[src/hw/pit_pkg.sv]
/*
  Shared constants of the prescaled interval timer: register indices,
  field positions, reset values and count clock select codes.
  Assumes nothing of its surroundings; every file using it writes pit_pkg::name.
*/
package pit_pkg;

  ////////////////////////////////////////////////////////////////////////////
  // Register indices; byte address is four times the index
  localparam logic [31:0] MODE_IDX   = 32'h0FFFF8B0;
  localparam logic [31:0] CMP_IDX    = 32'hFFFF8B1F;
  localparam logic [31:0] STATUS_IDX = 32'h0FFFF8B4;

  ////////////////////////////////////////////////////////////////////////////
  // Mode register fields
  localparam int          RUN_BIT      = 4;
  localparam int          GATE_OFF_BIT = 2;
  localparam int          SEL_HI_BIT   = 1;
  localparam int          SEL_LO_BIT   = 0;
  localparam logic [7:0]  MODE_MASK    = 8'h17;
  localparam logic [7:0]  MODE_RESET   = 8'h00;
  localparam logic [7:0]  CMP_RESET    = 8'h00;

  ////////////////////////////////////////////////////////////////////////////
  // Status register fields
  localparam int          STAT_RUN_BIT = 8;
  localparam int          STAT_WCLK_BIT = 9;

  ////////////////////////////////////////////////////////////////////////////
  // Counter values
  localparam logic [7:0]  CNT_STOPPED  = 8'h01;
  localparam logic [7:0]  CNT_CLEARED  = 8'h00;
  localparam logic [7:0]  CNT_STEP     = 8'h01;

  ////////////////////////////////////////////////////////////////////////////
  // Count clock select codes and prescaler masks
  localparam logic [1:0]  SEL_DIV1     = 2'h0;
  localparam logic [1:0]  SEL_DIV2     = 2'h1;
  localparam logic [1:0]  SEL_DIV4     = 2'h2;
  localparam logic [1:0]  SEL_DIV8     = 2'h3;
  localparam logic [2:0]  MASK_DIV1    = 3'h0;
  localparam logic [2:0]  MASK_DIV2    = 3'h1;
  localparam logic [2:0]  MASK_DIV4    = 3'h3;
  localparam logic [2:0]  MASK_DIV8    = 3'h7;
  localparam logic [2:0]  PRE_STEP     = 3'h1;
  localparam logic [2:0]  PRE_RESET    = 3'h0;

  ////////////////////////////////////////////////////////////////////////////
  // AXI responses
  localparam logic [1:0]  RESP_OKAY    = 2'h0;
  localparam logic [1:0]  RESP_SLVERR  = 2'h2;

endpackage

[src/hw/pit_ctrl_if.sv]
/*
  Control carrier between the timer top and its prescaler and counter.
  Assumes the top drives the control fields from its registers.
*/
`timescale 1ns/10ps
interface pit_ctrl_if;
  logic       run;
  logic [1:0] sel;
  logic       gate_off;
  logic [7:0] cmp;
  logic       tick;

  modport ctrl (output run, sel, gate_off, cmp, input tick);
  modport pre  (input run, sel, output tick);
  modport cnt  (input run, gate_off, cmp, tick);
endinterface

[src/hw/pit_prescaler.sv]
/*
  Three-stage prescaler and count clock selector of the interval timer.
  Assumes one clock sys_clk; the selected rate leaves as a one-cycle tick.
*/
`timescale 1ns/10ps
module pit_prescaler
(
  input  wire logic sys_clk,
  input  wire logic nrst,
  pit_ctrl_if.pre   bus
);

  logic [2:0] pre_reg;

  ////////////////////////////////////////////////////////////////////////////
  // Prescaler mask for each select code
  function automatic logic [2:0] sel_mask(input logic [1:0] sel);
    case (sel)
      pit_pkg::SEL_DIV1: sel_mask = pit_pkg::MASK_DIV1;
      pit_pkg::SEL_DIV2: sel_mask = pit_pkg::MASK_DIV2;
      pit_pkg::SEL_DIV4: sel_mask = pit_pkg::MASK_DIV4;
      default:           sel_mask = pit_pkg::MASK_DIV8;
    endcase
  endfunction

  // Prescaler runs only while the timer is on, else held cleared
  always_ff @(posedge sys_clk)
  begin
    if (!nrst || !bus.run)
      pre_reg <= pit_pkg::PRE_RESET;
    else
      pre_reg <= pre_reg + pit_pkg::PRE_STEP;
  end

  // Tick once per 1, 2, 4 or 8 main clocks
  assign bus.tick = bus.run && ((pre_reg & sel_mask(bus.sel)) == sel_mask(bus.sel));

endmodule

[src/hw/pit_counter.sv]
/*
  Eight-bit interval counter with compare, interrupt pulse and the
  halved match-rate clock for the watch timer.
  Assumes ticks come from pit_prescaler on the same clock.
*/
`timescale 1ns/10ps
module pit_counter
(
  input  wire logic       sys_clk,
  input  wire logic       nrst,
  pit_ctrl_if.cnt         bus,
  output logic            irq,
  output logic            watch_clk,
  output logic [7:0]      count
);

  logic [7:0] cnt_reg;
  logic [7:0] cnt_next;
  logic       match;
  logic       irq_reg;
  logic       wclk_reg;

  // Match when the next value reaches compare; compare 00H wraps at 256
  assign cnt_next = cnt_reg + pit_pkg::CNT_STEP;
  assign match    = bus.tick && (cnt_next == bus.cmp);

  ////////////////////////////////////////////////////////////////////////////
  // Counter: held at 01H while stopped, cleared on match
  always_ff @(posedge sys_clk)
  begin
    if (!nrst || !bus.run)
      cnt_reg <= pit_pkg::CNT_STOPPED;
    else if (match)
      cnt_reg <= pit_pkg::CNT_CLEARED;
    else if (bus.tick)
      cnt_reg <= cnt_next;
  end

  // Interrupt request, one main clock per match
  always_ff @(posedge sys_clk)
  begin
    if (!nrst)
      irq_reg <= 1'b0;
    else
      irq_reg <= match;
  end

  // Watch clock toggles per match, low when stopped or gated off
  always_ff @(posedge sys_clk)
  begin
    if (!nrst || !bus.run || bus.gate_off)
      wclk_reg <= 1'b0;
    else if (match)
      wclk_reg <= !wclk_reg;
  end

  assign irq       = irq_reg;
  assign watch_clk = wclk_reg;
  assign count     = cnt_reg;

endmodule

[src/hw/pit_top.sv]
/*
  Prescaled interval timer top: AXI4-Lite register slave, mode and
  compare registers, prescaler and counter instances.

  Register map (byte address, low ADDR_W bits; one aligned word each):
    0x2C0  interval_gen_mode     read/write, resets to 00H
    0xC7C  interval_gen_compare  read/write, resets to 00H
    0x2D0  status                read only
  Any other word answers SLVERR; reads of it return zero.

  interval_gen_mode fields:
    bit 4     interval_gen_run: 1 counts, 0 stops and loads 01H
    bit 2     watch_clock_gate_off: 1 holds watch_clk low
    bit 1     count_clock_select_hi
    bit 0     count_clock_select_lo
    others    read as zero, writes ignored

  Count clock select codes:
    00  every main clock
    01  every second main clock
    10  every fourth main clock
    11  every eighth main clock

  interval_gen_compare:
    bits 7:0  interval length N in count clock ticks
    00H       treated as 256 ticks

  Status word:
    bits 7:0  current counter value
    bit 8     run bit as seen by the counter
    bit 9     present level of watch_clk

  Byte lane use:
    Only lane 0 carries mode and compare data.
    A write with wstrb[0] low changes nothing and answers OKAY.
    Data bits 31:8 are ignored on writes and read as zero, save status bits 9:8.
    Single-bit updates are done by software read-modify-write.

  Write timing:
    Address and data are taken in either order.
    The register changes one cycle after the later of the two.
    bvalid rises with that change and stands until bready.
    Both readies stay low until the response is taken.

  Read timing:
    rvalid rises one cycle after the address is taken.
    rdata and rresp stand until rready.
    arready stays low until the read answer is taken.
    A read and a write may be under way together.

  Reset state:
    All readies high, bvalid and rvalid low.
    Counter 01H, prescaler and watch_clk cleared.
    The first request may come at the first edge after reset.

  Timer behaviour:
    The prescaler is cleared and the counter held at 01H while run is low.
    The first interval after run rises is one tick short, except with compare 01H (256 ticks),
    since the counter starts from 01H rather than 00H.
    Each later interval lasts N ticks of the count clock.
    The interrupt is a single main clock pulse per match.
    watch_clk toggles on every match unless gated off, so its period is 2N ticks.

  Hazards:
    Select, gate and compare are not locked while running;
    changing them then gives one irregular interval.
    A compare of 01H with the undivided clock matches on
    every cycle, so the interrupt line then stays high.
  Assumes one 100 MHz clock sys_clk and synchronous active-low nrst;
  the watch timer consumes watch_clk on the same clock.
*/
// Implementation choice: the AXI4-Lite interface to the registers.
`timescale 1ns/10ps
module pit_top
#(
  parameter int ADDR_W = 12
)
(
  input  wire logic              sys_clk,
  input  wire logic              nrst,
  input  wire logic [ADDR_W-1:0] s_axi_awaddr,
  input  wire logic              s_axi_awvalid,
  output logic                   s_axi_awready,
  input  wire logic [31:0]       s_axi_wdata,
  input  wire logic [3:0]        s_axi_wstrb,
  input  wire logic              s_axi_wvalid,
  output logic                   s_axi_wready,
  output logic [1:0]             s_axi_bresp,
  output logic                   s_axi_bvalid,
  input  wire logic              s_axi_bready,
  input  wire logic [ADDR_W-1:0] s_axi_araddr,
  input  wire logic              s_axi_arvalid,
  output logic                   s_axi_arready,
  output logic [31:0]            s_axi_rdata,
  output logic [1:0]             s_axi_rresp,
  output logic                   s_axi_rvalid,
  input  wire logic              s_axi_rready,
  output logic                   interval_gen_irq,
  output logic                   watch_clk
);

  localparam logic [ADDR_W-3:0] MODE_WORD   = pit_pkg::MODE_IDX[ADDR_W-3:0];
  localparam logic [ADDR_W-3:0] CMP_WORD    = pit_pkg::CMP_IDX[ADDR_W-3:0];
  localparam logic [ADDR_W-3:0] STATUS_WORD = pit_pkg::STATUS_IDX[ADDR_W-3:0];
  localparam logic [1:0]        SEL_NONE    = 2'h0;
  localparam logic [1:0]        SEL_MODE    = 2'h1;
  localparam logic [1:0]        SEL_CMP     = 2'h2;
  localparam logic [1:0]        SEL_STATUS  = 2'h3;

  logic [7:0]        interval_gen_mode_reg;
  logic [7:0]        interval_gen_compare_reg;
  logic              awready_reg;
  logic              wready_reg;
  logic              bvalid_reg;
  logic [1:0]        bresp_reg;
  logic              arready_reg;
  logic              rvalid_reg;
  logic [1:0]        rresp_reg;
  logic [31:0]       rdata_reg;
  logic [ADDR_W-1:0] waddr_reg;
  logic [31:0]       wdata_reg;
  logic [3:0]        wstrb_reg;
  logic              do_write;
  logic [1:0]        wsel;
  logic [1:0]        rsel;
  logic [7:0]        count;
  logic              irq_w;
  logic              wclk_w;

  pit_ctrl_if ctrl ();

  ////////////////////////////////////////////////////////////////////////////
  // Address decode shared by the read and write paths
  function automatic logic [1:0] reg_sel(input logic [ADDR_W-1:0] a);
    if (a[ADDR_W-1:2] == MODE_WORD)
      reg_sel = SEL_MODE;
    else if (a[ADDR_W-1:2] == CMP_WORD)
      reg_sel = SEL_CMP;
    else if (a[ADDR_W-1:2] == STATUS_WORD)
      reg_sel = SEL_STATUS;
    else
      reg_sel = SEL_NONE;
  endfunction

  ////////////////////////////////////////////////////////////////////////////
  // Write address channel: one address held until the response is taken
  always_ff @(posedge sys_clk)
  begin
    if (!nrst)
    begin
      awready_reg <= 1'b1;
      waddr_reg   <= '0;
    end
    else if (s_axi_awvalid && awready_reg)
    begin
      awready_reg <= 1'b0;
      waddr_reg   <= s_axi_awaddr;
    end
    else if (bvalid_reg && s_axi_bready)
      awready_reg <= 1'b1;
  end

  // Write data channel, taken independently of the address
  always_ff @(posedge sys_clk)
  begin
    if (!nrst)
    begin
      wready_reg <= 1'b1;
      wdata_reg  <= '0;
      wstrb_reg  <= '0;
    end
    else if (s_axi_wvalid && wready_reg)
    begin
      wready_reg <= 1'b0;
      wdata_reg  <= s_axi_wdata;
      wstrb_reg  <= s_axi_wstrb;
    end
    else if (bvalid_reg && s_axi_bready)
      wready_reg <= 1'b1;
  end

  // Both halves held and no response pending: perform the write once
  assign do_write = !awready_reg && !wready_reg && !bvalid_reg;
  assign wsel     = reg_sel(waddr_reg);

  // Write response; unmapped or read-only words answer SLVERR
  always_ff @(posedge sys_clk)
  begin
    if (!nrst)
    begin
      bvalid_reg <= 1'b0;
      bresp_reg  <= pit_pkg::RESP_OKAY;
    end
    else if (do_write)
    begin
      bvalid_reg <= 1'b1;
      bresp_reg  <= (wsel == SEL_MODE || wsel == SEL_CMP) ? pit_pkg::RESP_OKAY : pit_pkg::RESP_SLVERR;
    end
    else if (bvalid_reg && s_axi_bready)
      bvalid_reg <= 1'b0;
  end

  ////////////////////////////////////////////////////////////////////////////
  // Mode register: byte lane 0, unused bits forced to zero
  always_ff @(posedge sys_clk)
  begin
    if (!nrst)
      interval_gen_mode_reg <= pit_pkg::MODE_RESET;
    else if (do_write && wsel == SEL_MODE && wstrb_reg[0])
      interval_gen_mode_reg <= wdata_reg[7:0] & pit_pkg::MODE_MASK;
  end

  // Compare register: byte lane 0 only
  always_ff @(posedge sys_clk)
  begin
    if (!nrst)
      interval_gen_compare_reg <= pit_pkg::CMP_RESET;
    else if (do_write && wsel == SEL_CMP && wstrb_reg[0])
      interval_gen_compare_reg <= wdata_reg[7:0];
  end

  ////////////////////////////////////////////////////////////////////////////
  // Read channel: answer one cycle after the address is taken
  assign rsel = reg_sel(s_axi_araddr);

  always_ff @(posedge sys_clk)
  begin
    if (!nrst)
    begin
      arready_reg <= 1'b1;
      rvalid_reg  <= 1'b0;
      rresp_reg   <= pit_pkg::RESP_OKAY;
      rdata_reg   <= '0;
    end
    else if (s_axi_arvalid && arready_reg)
    begin
      arready_reg <= 1'b0;
      rvalid_reg  <= 1'b1;
      rresp_reg   <= (rsel == SEL_NONE) ? pit_pkg::RESP_SLVERR : pit_pkg::RESP_OKAY;
      case (rsel)
        SEL_MODE:   rdata_reg <= {24'h000000, interval_gen_mode_reg};
        SEL_CMP:    rdata_reg <= {24'h000000, interval_gen_compare_reg};
        SEL_STATUS: rdata_reg <= {22'h0, wclk_w, ctrl.run, count};
        default:    rdata_reg <= '0;
      endcase
    end
    else if (rvalid_reg && s_axi_rready)
    begin
      rvalid_reg  <= 1'b0;
      arready_reg <= 1'b1;
    end
  end

  ////////////////////////////////////////////////////////////////////////////
  // Control fields onto the carrier; software keeps select and gate stable while running
  assign ctrl.run      = interval_gen_mode_reg[pit_pkg::RUN_BIT];
  assign ctrl.sel      = {interval_gen_mode_reg[pit_pkg::SEL_HI_BIT],
                          interval_gen_mode_reg[pit_pkg::SEL_LO_BIT]};
  assign ctrl.gate_off = interval_gen_mode_reg[pit_pkg::GATE_OFF_BIT];
  assign ctrl.cmp      = interval_gen_compare_reg;

  pit_prescaler u_pre
  (
    .sys_clk (sys_clk),
    .nrst    (nrst),
    .bus     (ctrl)
  );

  pit_counter u_cnt
  (
    .sys_clk   (sys_clk),
    .nrst      (nrst),
    .bus       (ctrl),
    .irq       (irq_w),
    .watch_clk (wclk_w),
    .count     (count)
  );

  ////////////////////////////////////////////////////////////////////////////
  // Outputs, all from flip-flops
  assign s_axi_awready    = awready_reg;
  assign s_axi_wready     = wready_reg;
  assign s_axi_bvalid     = bvalid_reg;
  assign s_axi_bresp      = bresp_reg;
  assign s_axi_arready    = arready_reg;
  assign s_axi_rvalid     = rvalid_reg;
  assign s_axi_rresp      = rresp_reg;
  assign s_axi_rdata      = rdata_reg;
  assign interval_gen_irq = irq_w;
  assign watch_clk        = wclk_w;

endmodule

[config.mk]
export PLATFORM = sky130hd
export DESIGN_NAME = pit_top
export DESIGN_NICKNAME = d
export VERILOG_FILES = /design/src/hw/pit_pkg.sv /design/src/hw/pit_ctrl_if.sv /design/src/hw/pit_prescaler.sv /design/src/hw/pit_counter.sv /design/src/hw/pit_top.sv
export SDC_FILE = /design/constraint.sdc
export NUM_CORES = 1
export LEC_CHECK = 0
export ABC_AREA = 1
export BUFFER_PORTS_ARGS = -buffer_cell sky130_fd_sc_hd__buf_4
export CAP_MARGIN = 0
export CELL_PAD_IN_SITES_DETAIL_PLACEMENT = 0
export CELL_PAD_IN_SITES_GLOBAL_PLACEMENT = 1
export CORE_UTILIZATION = 34
export DETAILED_ROUTE_END_ITERATION = 12
export PLACE_DENSITY_LB_ADDON = 0.1
export SLEW_MARGIN = 20
export SYNTH_ARGS = -nofsm -noshare
export SYNTH_HDL_FRONTEND = slang
export SYNTH_SLANG_ARGS = --single-unit
[constraint.sdc]
create_clock -name sys_clk -period 1.85 [get_ports sys_clk]
set_input_delay 0.185 -clock sys_clk [delete_from_list [all_inputs] [get_ports sys_clk]]
set_output_delay 0.185 -clock sys_clk [all_outputs]
set_load 0.01 [all_outputs]
After elaboration in Yosys (flattened, before gate mapping)
Index checks and enable logic that the tools add are counted.
{ "classes": {"add_sub_neg": 2, "n_eq_ne": 15, "mux": 21, "bitwise_logic": 1, "n_reduce_logical": 30} }
{ "ops": {"columns": ["operator", "count"], "rows": [
  ["$eq 10x8->1 const B", 4],
  ["$pmux 10 s3", 1],
  ["$eq 10x10->1 const B", 2],
  ["$mux 2", 8],
  ["$logic_and 1x1->1", 13],
  ["$mux 1", 11],
  ["$reduce_bool 2->1", 5],
  ["$pmux 3 s3", 1],
  ["$add 8x1->8 const B", 1],
  ["$eq 2x2->1 const B", 4],
  ["$eq 8x8->1", 1],
  ["$eq 2x1->1 const B", 3],
  ["$logic_not 1->1", 6],
  ["$logic_not 2->1", 2],
  ["$add 3x1->3 const B", 1],
  ["$and 3x3->3", 1],
  ["$eq 3x3->1", 1],
  ["$logic_or 1x1->1", 3],
  ["$reduce_or 2->1", 1]
]} }
{ "word_totals": {"register_bits": 87, "out_inout_bits": 43, "wordCells": 87} }

Logic depth before layout (Yosys ltp)
Gate-level depths: netlist of run 1.
{ "depth": {"ltp_word": 7, "ltp_mapped": 13, "ltp_nobuf": 13} }

By module
Synthesis of run 1 repeated with hierarchy kept, for this count alone.
{ "hier_totals": {"cells_unflattened": 456, "hier_area_um2": 3124.2} }
{ "modules_own_cells": {"columns": ["module", "instances", "cells_per_inst", "area_per_inst_um2", "seq_area_each_um2"], "rows": [
  ["pit_top", 1, 312, 2244.7, 960.9],
  ["pit_counter", 1, 127, 748.2, 200.2],
  ["pit_prescaler", 1, 17, 131.4, 60.1]
]} }

Least setup slack after synthesis of run 1
Ideal clock, no wire load.
{ "synth_path": {"path_type": "reg-to-reg", "startpoint": "reg u_cnt.cnt_reg[0], in the netlist u_cnt.count[0]", "endpoint": "reg u_cnt.cnt_reg[3], in the netlist u_cnt.count[3]", "setup_time_ps": 116, "t_arrival_ps": 1454, "slack_ps": 280, "path_stages_with_launch": 13, "synth_period_minus_slack_ps": 1570, "cell_sequence": "dfxtp_1 -> ha_1 -> nand2_1 -> nor2_1 -> nand2_1 -> nand2_1 -> nand2_1 -> nand2_1 -> nand3_2 -> nor2_4 -> nand2_4 -> nand2_8 -> nor2_2"} }
{ "synth_between": {"elab_chain_len": 4} }
{ "synth_rtl": {"columns": ["element", "line_no", "text"], "rows": [
  ["start: declaration", "pit_counter.sv:17", "logic [7:0] cnt_reg;"],
  ["start signal: assignment", "pit_counter.sv:32", "cnt_reg <= pit_pkg::CNT_STOPPED;"],
  ["start signal: assignment", "pit_counter.sv:34", "cnt_reg <= pit_pkg::CNT_CLEARED;"],
  ["start signal: assignment", "pit_counter.sv:36", "cnt_reg <= cnt_next;"],
  ["$add 8x1->8 (*)", "pit_counter.sv:24", "assign cnt_next = cnt_reg + pit_pkg::CNT_STEP;"],
  ["$eq 8x8->1", "pit_counter.sv:25", "assign match = bus.tick && (cnt_next == bus.cmp);"],
  ["$logic_and 1x1->1", "pit_counter.sv:25", null],
  ["$reduce_or 2->1 (no line)", null, null]
]} }
Every way passes the cells marked *; elsewhere a longest branch is shown, timed or not.
A chain may end at the register's enable or synchronous reset.

Worst setup path after layout of run 1
{ "layout_path": {"startpoint": "reg u_cnt.cnt_reg[1], in the netlist u_cnt.count[1]", "endpoint": "reg u_cnt.cnt_reg[6], in the netlist u_cnt.count[6]"} }
The elaborated chain is that of the path after synthesis.

==> metrics.txt, run 1 <==
logic gate share of total power=approximately a tenth; Core Region=roughly 8700 sq um; syn_area_per_cell=between 7 and 8 sq um; # resized after CTS=0; Setup Buffers After CTS=0; CTS tree=yes; Fin Clk Skew=0.0133 ns; CP arrival=approximately 1.9 ns; NetSw=between 700 and 800 uW; largest net degree at the start of global routing=25; Num Clock Sinks=slightly above 60; final hold vios=0; row count=34; drt pass-1 iters=4; Placement Setup Slack=0.181 ns; CP Buf/Inv Count=0; cell chain of the critical path=ha_1 -> nand2_1 -> nor2_1 -> nand2_1 -> nand2_1 -> nand2_1 -> nand2_1 -> nand3_2 -> nor2_4 -> nand2_4 -> nand2_8 -> nor2_2; initial antenna violation count=0; Root Driver=clkbuf_8; FMAX=0.603 GHz; Tcrit/Tclk final=approximately nine tenths; Leak=0.00160 uW; status=complete, no violations; initial drt markers=92; Seq pwr share=48.6%; Total Wirelength=~7300 microns; remaining routing DRC violations=0; vias per cell=between 4 and 5; commonest non-fill, non-tap cell in the layout=nand2_1; grt total ovfl=0; wire length per cell=about 12 microns; DR vias=2782; IO Count=110; Switching Fraction=between 20% and 30%; Worst-Skew Late Latency=0.34 ns; IO Port Bufs=54; die area=a little over 9000 sq um; total power=2900 uW; post-synthesis sequential area ratio=40.2%; Clock power frac=a little over two fifths; hpwl dp=5750 microns; Final WS setup=between 0.15 and 0.2 ns; critical path capture point type=flop; vias in the first global route=2418; fin crit period=1.66 ns; Max stage delay on crit path=~0.35 ns; Final Wtd Congestion=0.805; Final #Nets=around 560; CP startpoint kind=flop; area post-placement=3520 sq um; H-tree levels=3; slowest cell on the critical path=dfxtp_1; Die W=just under 100 microns; post-route cell area=3710 sq um; post-synth top area cell=dfxtp_1; synthesis-to-finish area growth=22.3%; PwrDens=~780 nW/um^2; Post-CTS Hold Fix Bufs=0; Die Y=96.5 microns; clock buffer depth=2; Initial Util=35.0%; ranking of synthesized cells by area=dfxtp_1 40%, nand2_1 8.4%, nor2_1 7.2%, o21ai_0 6.1%, buf_4 5.9%; worst hold slack=0.0911 ns; cell mode on critical path=nand2_1; final setup TNS=0 ns; Worst Hold Class=in2reg; Cell Int Power=~2200 uW; Yosys cell types=34; Worst path top cell family by delay=simple AND/OR/NAND/NOR gates; share of layout cells above drive strength 1=21.2%; critical path fanouts, max=7; Final ANT Viol Nets=0; global-route wire length before repair=about 12000 microns; Slew Limit Fails=0; area of the mapped netlist=between 3000 and 4000 sq um; Yosys Warn Count=0; Synth top area share=between 40% and 50%; Worst slew margin=61.2%; RSZ-0062 raised after global routing=no; n_diodes=0; clock-pin transition on the worst setup and hold timing paths=roughly 0.08 ns; commonest cells after routing, fill and taps aside=68 x nand2_1, 63 x buf_4, 61 x dfxtp_1, 58 x nor2_1, 45 x inv_1; Post-Synthesis Cells=around 420; Req. time, crit path=approximately 2.1 ns; crit path kind=reg2reg; Final setup viols=0; worst vdd ir=0.393 mV; Yosys reg bits=61; Least-Margin Pin Slew=between 0.5 and 0.6 ns; GR Util All Layers=between 10% and 20%; MaxCap Viol Count=0; number of buffers created by CTS=9
## layout make-up
cell class	instances	area (sq um)
timing repair buffer	63	473
clock inverter	4	47.5
sequential	61	1220
clock buffer	11	151
fill	929	4960
tap	108	135
multi-input combinational	303	1500
inverter	49	184
## path summary, 6_finish.rpt
check                                 startpoint               end  slack, ns  depth (start not counted)
worst max-delay path              u_cnt.count[1]    u_cnt.count[6]       0.19                         12
worst min-delay path             s_axi_awaddr[6]      waddr_reg[6]       0.09                          3
worst max register to register    u_cnt.count[1]    u_cnt.count[6]       0.19                         12
worst min register to register  u_pre.pre_reg[0]  u_pre.pre_reg[0]       0.46                          1
## cells in the mapped netlist (all sizes together)
library cell,number
ha,2
nand3,23
clkbuf,7
buf,26
a21boi,1
o211ai,8
a21oi,27
nor4,5
nand4,15
o21ai,47
xor2,1
nand2,72
inv,48
nor4b,1
and2,1
nor2,71
clkinv,1
or2,1
xnor2,2
nor3,2
conb,1
dfxtp,61
## power by group through the flow
stage	clock, uW	combinational, uW	sequential (uW)
global placement	0	285	1440
floorplan	0	189	1440
CTS	1240	289	1410
global route	1310	331	1420
finish	1210	285	1410
detailed placement	0	288	1440
## cells by family (layout without fill, tap and decap cells)
group,Yosys count,in the layout,share of synthesized area (%)
AO/OA/AOI/OAI,83,83,14.5
XOR/XNOR,3,3,0.865
buffers and inverters,82,127,13.2
AND/OR/NAND/NOR,191,191,30.3
other,1,24,0.123
adder cells (fa/ha/maj),2,2,0.824
flip-flops,61,61,40.2
## worst register-to-register path: stages, from the launching register on
cell	delay, ns
dfxtp_1	0.35
ha_1	0.20
nand2_1	0.10
nor2_1	0.15
nand2_1	0.08
nand2_1	0.09
nand2_1	0.05
nand2_1	0.08
nand3_2	0.09
nor2_4	0.13
nand2_4	0.09
nand2_8	0.10
nor2_2	0.04
## metrics by stage
step	cells	util, %
after floorplan	446	-
after global placement	584	40.5
after detailed placement	584	40.5
after CTS	599	42.8
after global routing	599	42.8
final	599	42.8
## per-layer routing
layer,track usage [%],wire (microns)
met1,22.4,3520
met2,26.3,3340
met3,3.76,364
met4,6.74,112
met5,0,0
No activity file was read; power rests on OpenSTA's default activity.
==> run 2: changes to the inputs <==
--- a/config.mk
+++ b/config.mk
@@ -5,14 +5,14 @@
 export SDC_FILE = /design/constraint.sdc
 export NUM_CORES = 1
 export LEC_CHECK = 0
-export ABC_AREA = 1
+export ABC_AREA = 0
 export BUFFER_PORTS_ARGS = -buffer_cell sky130_fd_sc_hd__buf_4
 export CAP_MARGIN = 0
 export CELL_PAD_IN_SITES_DETAIL_PLACEMENT = 0
 export CELL_PAD_IN_SITES_GLOBAL_PLACEMENT = 1
-export CORE_UTILIZATION = 34
+export CORE_UTILIZATION = 35
 export DETAILED_ROUTE_END_ITERATION = 12
-export PLACE_DENSITY_LB_ADDON = 0.1
+export PLACE_DENSITY = 0.85
 export SLEW_MARGIN = 20
 export SYNTH_ARGS = -nofsm -noshare
 export SYNTH_HDL_FRONTEND = slang
==> run 2 against run 1 <==
Compared with the run above: the flow now finishes with violations (setup timing); area after synthesis shrank 3.2%; cell count shrank 12%; total power grew 1.7%; combinational power shrank 15%; largest cell class unchanged; highest routed layer unchanged.
==> metrics.txt, run 2 <==
Final WS setup=-0.257 ns (-0.449 ns); cell chain of the critical path=ha_4 -> xnor2_2 -> nand2_1 -> a221o_1 -> or4b_4 -> and4bb_1 -> o21bai_1; synthesis-to-finish area growth=30.8%; syn_area_per_cell=8.70 sq um (+21%); worst vdd ir=0.454 mV (+16%); Req. time, crit path=2.07 ns (about the same); CTS tree=yes; Placement Setup Slack=-0.250 ns (-0.431 ns); PwrDens=766 nW/um^2 (-1.8%); total power=2950 uW (+1.7%); Final #Nets=487 (-12%); DR vias=2510 (-9.8%); Worst-Skew Late Latency=0.34 ns (about the same); Worst R2R Setup Slack=-0.26 ns (-0.45 ns); Fin Clk Skew=0.00766 ns (-0.00561 ns); CP arrival=2.33 ns (+0.44 ns); placed cell count=512 (-12%); Hold Path Origin=s_axi_wdata[0]; critical path capture point type=flop; Non-Filler Instances=527 (-12%); vias in the first global route=2449 (+1.3%); H-tree levels=3 (unchanged); global-route wire length before repair=11400 microns (-2.5%); status=complete, but fails checks; hpwl dp=5230 microns (-9.2%); n_diodes=0 (unchanged); Die Y=93.7 microns (-3.0%); initial antenna violation count=0 (unchanged); Reg2Reg Depth=7 (-5); CP startpoint kind=flop; Tcrit/Tclk final=114% (+24 points); Final Wtd Congestion=0.867 (+7.7%); Core Region=8180 sq um (-5.8%); most frequent cells after synthesis=61 x dfxtp_1, 52 x nand2_1, 24 x buf_4, 22 x nor2_1, 20 x a21boi_0; ranking of synthesized cells by area=dfxtp_1 42%, nand2_1 6.6%, buf_4 6.1%, a21boi_0 5.1%, mux2i_1 4.8%; CP Buf/Inv Count=0 (unchanged); RSZ-0062 raised after global routing=yes; number of buffers created by CTS=9 (unchanged); FMAX=0.475 GHz (-21%); Total Wirelength=6740 microns (-8.2%); Slew Limit Fails=0 (unchanged); Die W=93.7 microns (-3.0%); Num Clock Sinks=61 (unchanged); Worst Hold Path EP=wdata_reg[0]; MaxCap Viol Count=0 (unchanged); most numerous cell in the Yosys netlist=dfxtp_1; critical path fanouts, max=3 (-4); share of layout cells above drive strength 1=27.3% (+6.1 points); Post-CTS Hold Fix Bufs=0 (unchanged); post-synthesis sequential area ratio=41.5% (+1.3 points); Final setup viols=10 (+10); wire length per cell=12.8 microns (+4.3%); hold path cells=3 (unchanged); RR Startpoint=u_cnt.count[0]; commonest cells after routing, fill and taps aside=82 x buf_4, 59 x dfxtp_1, 52 x nand2_1, 24 x conb_1, 20 x a21boi_0; IO Port Bufs=54 (unchanged); Root Driver=clkbuf_8; commonest non-fill, non-tap cell in the layout=buf_4; post-synth top area cell=dfxtp_1; die area=8780 sq um (-5.8%); Post-Synthesis Cells=338 (-20%); Yosys cell types=50 (+47%); Leak=0.00154 uW (-3.8%); slowest cell on the critical path=or4b_4; Max stage delay on crit path=0.53 ns (+0.18 ns); Final ANT Viol Nets=0 (unchanged); clock-pin transition on the worst setup and hold timing paths=0.07 ns (about the same); row count=33 (-2.9%); failing checks=setup timing; remaining routing DRC violations=0 (unchanged); final hold vios=0 (unchanged); largest net degree at the start of global routing=28 (+12%); crit path kind=reg2reg; GR Util All Layers=17.0% (+0.19 points); Initial Util=36.0% (+0.98 points); vias per cell=4.76 (+2.5%); Synth top area share=41.5% (+1.3 points); Setup Buffers After CTS=0 (unchanged); drt pass-1 iters=4 (unchanged); Yosys reg bits=61 (unchanged); worst reg2reg path endpoint=u_cnt.count[0]; final setup TNS=-2.33 ns (-2.33 ns); Yosys Warn Count=0 (unchanged); IO Count=110 (unchanged); fin crit period=2.11 ns (+0.449 ns); Worst Hold Class=in2reg; Main synth FF type=dfxtp_1; area of the mapped netlist=2940 sq um (-3.2%); Worst path top cell family by delay=simple AND/OR/NAND/NOR gates; fraction of registers with async set/reset=0% (unchanged); clock buffer depth=2 (unchanged); grt total ovfl=0 (unchanged); initial drt markers=90 (-2.2%); Post-synth EDFFs=0 (unchanged)
[run 2: cell types whose count changed in the layout (fill, tap and decap cells not counted), moves of 10 or more]
cell,before,now
nand4_1,15,2
mux2i_1,0,14
xnor2_1,2,12
nor2b_1,0,16
nand3_1,21,10
a21oi_1,27,3
a21boi_0,0,20
buf_4,63,82
nand2_1,68,52
nor2_1,58,18
o21ai_0,37,7
inv_1,45,7
[run 2: per-layer routing]
metal / GRT usage [%] / up-vias / wire length (microns)
met4: 6.28 / 0 / 102
met5: 0 / - / 0
met1: 19.6 / 1148 / 3060
met2: 29.2 / 72 / 3210
li1: - / 1279 / -
met3: 5.74 / 11 / 360
[run 2: cell type report]
type / instances / area [sq um]
clock inverter: 3 / 68.8
sequential: 61 / 1230
timing repair buffer: 85 / 649
clock buffer: 12 / 155
multi-input combinational: 254 / 1590
tap: 105 / 131
fill: 808 / 4330
inverter: 7 / 26.3
[run 2: worst max-delay path by stage]
stage,endpoint,from,depth (start not counted)
after global routing,u_cnt.watch_clk,u_cnt.count[0],8
final,u_cnt.count[0],u_cnt.count[0],7
after detailed placement,u_cnt.count[6],u_cnt.count[0],8
after CTS,u_cnt.watch_clk,u_cnt.count[0],8
after floorplan,u_cnt.count[0],u_cnt.count[0],7
after global placement,u_cnt.count[6],u_cnt.count[0],8
[run 2: where the power goes]
| group | switching, uW | internal, uW | total (uW) |
|---|---|---|---|
| clock | 493 | 827 | 1320 |
| sequential | 31.1 | 1350 | 1390 |
| combinational | 123 | 118 | 241 |
[run 2: kinds of logic (layout without fill, tap and decap cells)]
kind of cell,count (synthesis),in the layout,share of synthesized area (%)
AND/OR/NAND/NOR,138,138,24.0
AO/OA/AOI/OAI,61,61,15.3
flip-flops,61,61,41.5
buffers and inverters,46,107,8.97
XOR/XNOR,15,15,4.47
multiplexers,14,14,4.76
adder cells (fa/ha/maj),2,2,0.851
other,1,24,0.127
[run 2: what timing repair did]
| item | 4_1_cts | 5_1_grt |
|---|---|---|
| setup endpoints to repair | 10 | 14 |
| pin swaps | 8 | 0 |
| gates resized for setup | 6 | 5 |
[run 2: tightest hold or removal path, cell delays in order]
cell and delay (ns):
buf_4 0.11, nand2_1 0.04, a21boi_0 0.06
[run 2: through the flow]
stage               utilization, %  instance area, sq um  hold slack (ns)
finish                        47.1                  3850           0.0990
global route                  47.1                  3850           0.0802
CTS                           46.8                  3830           0.0844
detailed placement            43.8                  3580            0.453
global placement              43.8                  3580            0.441
floorplan                        -                  3050            0.330
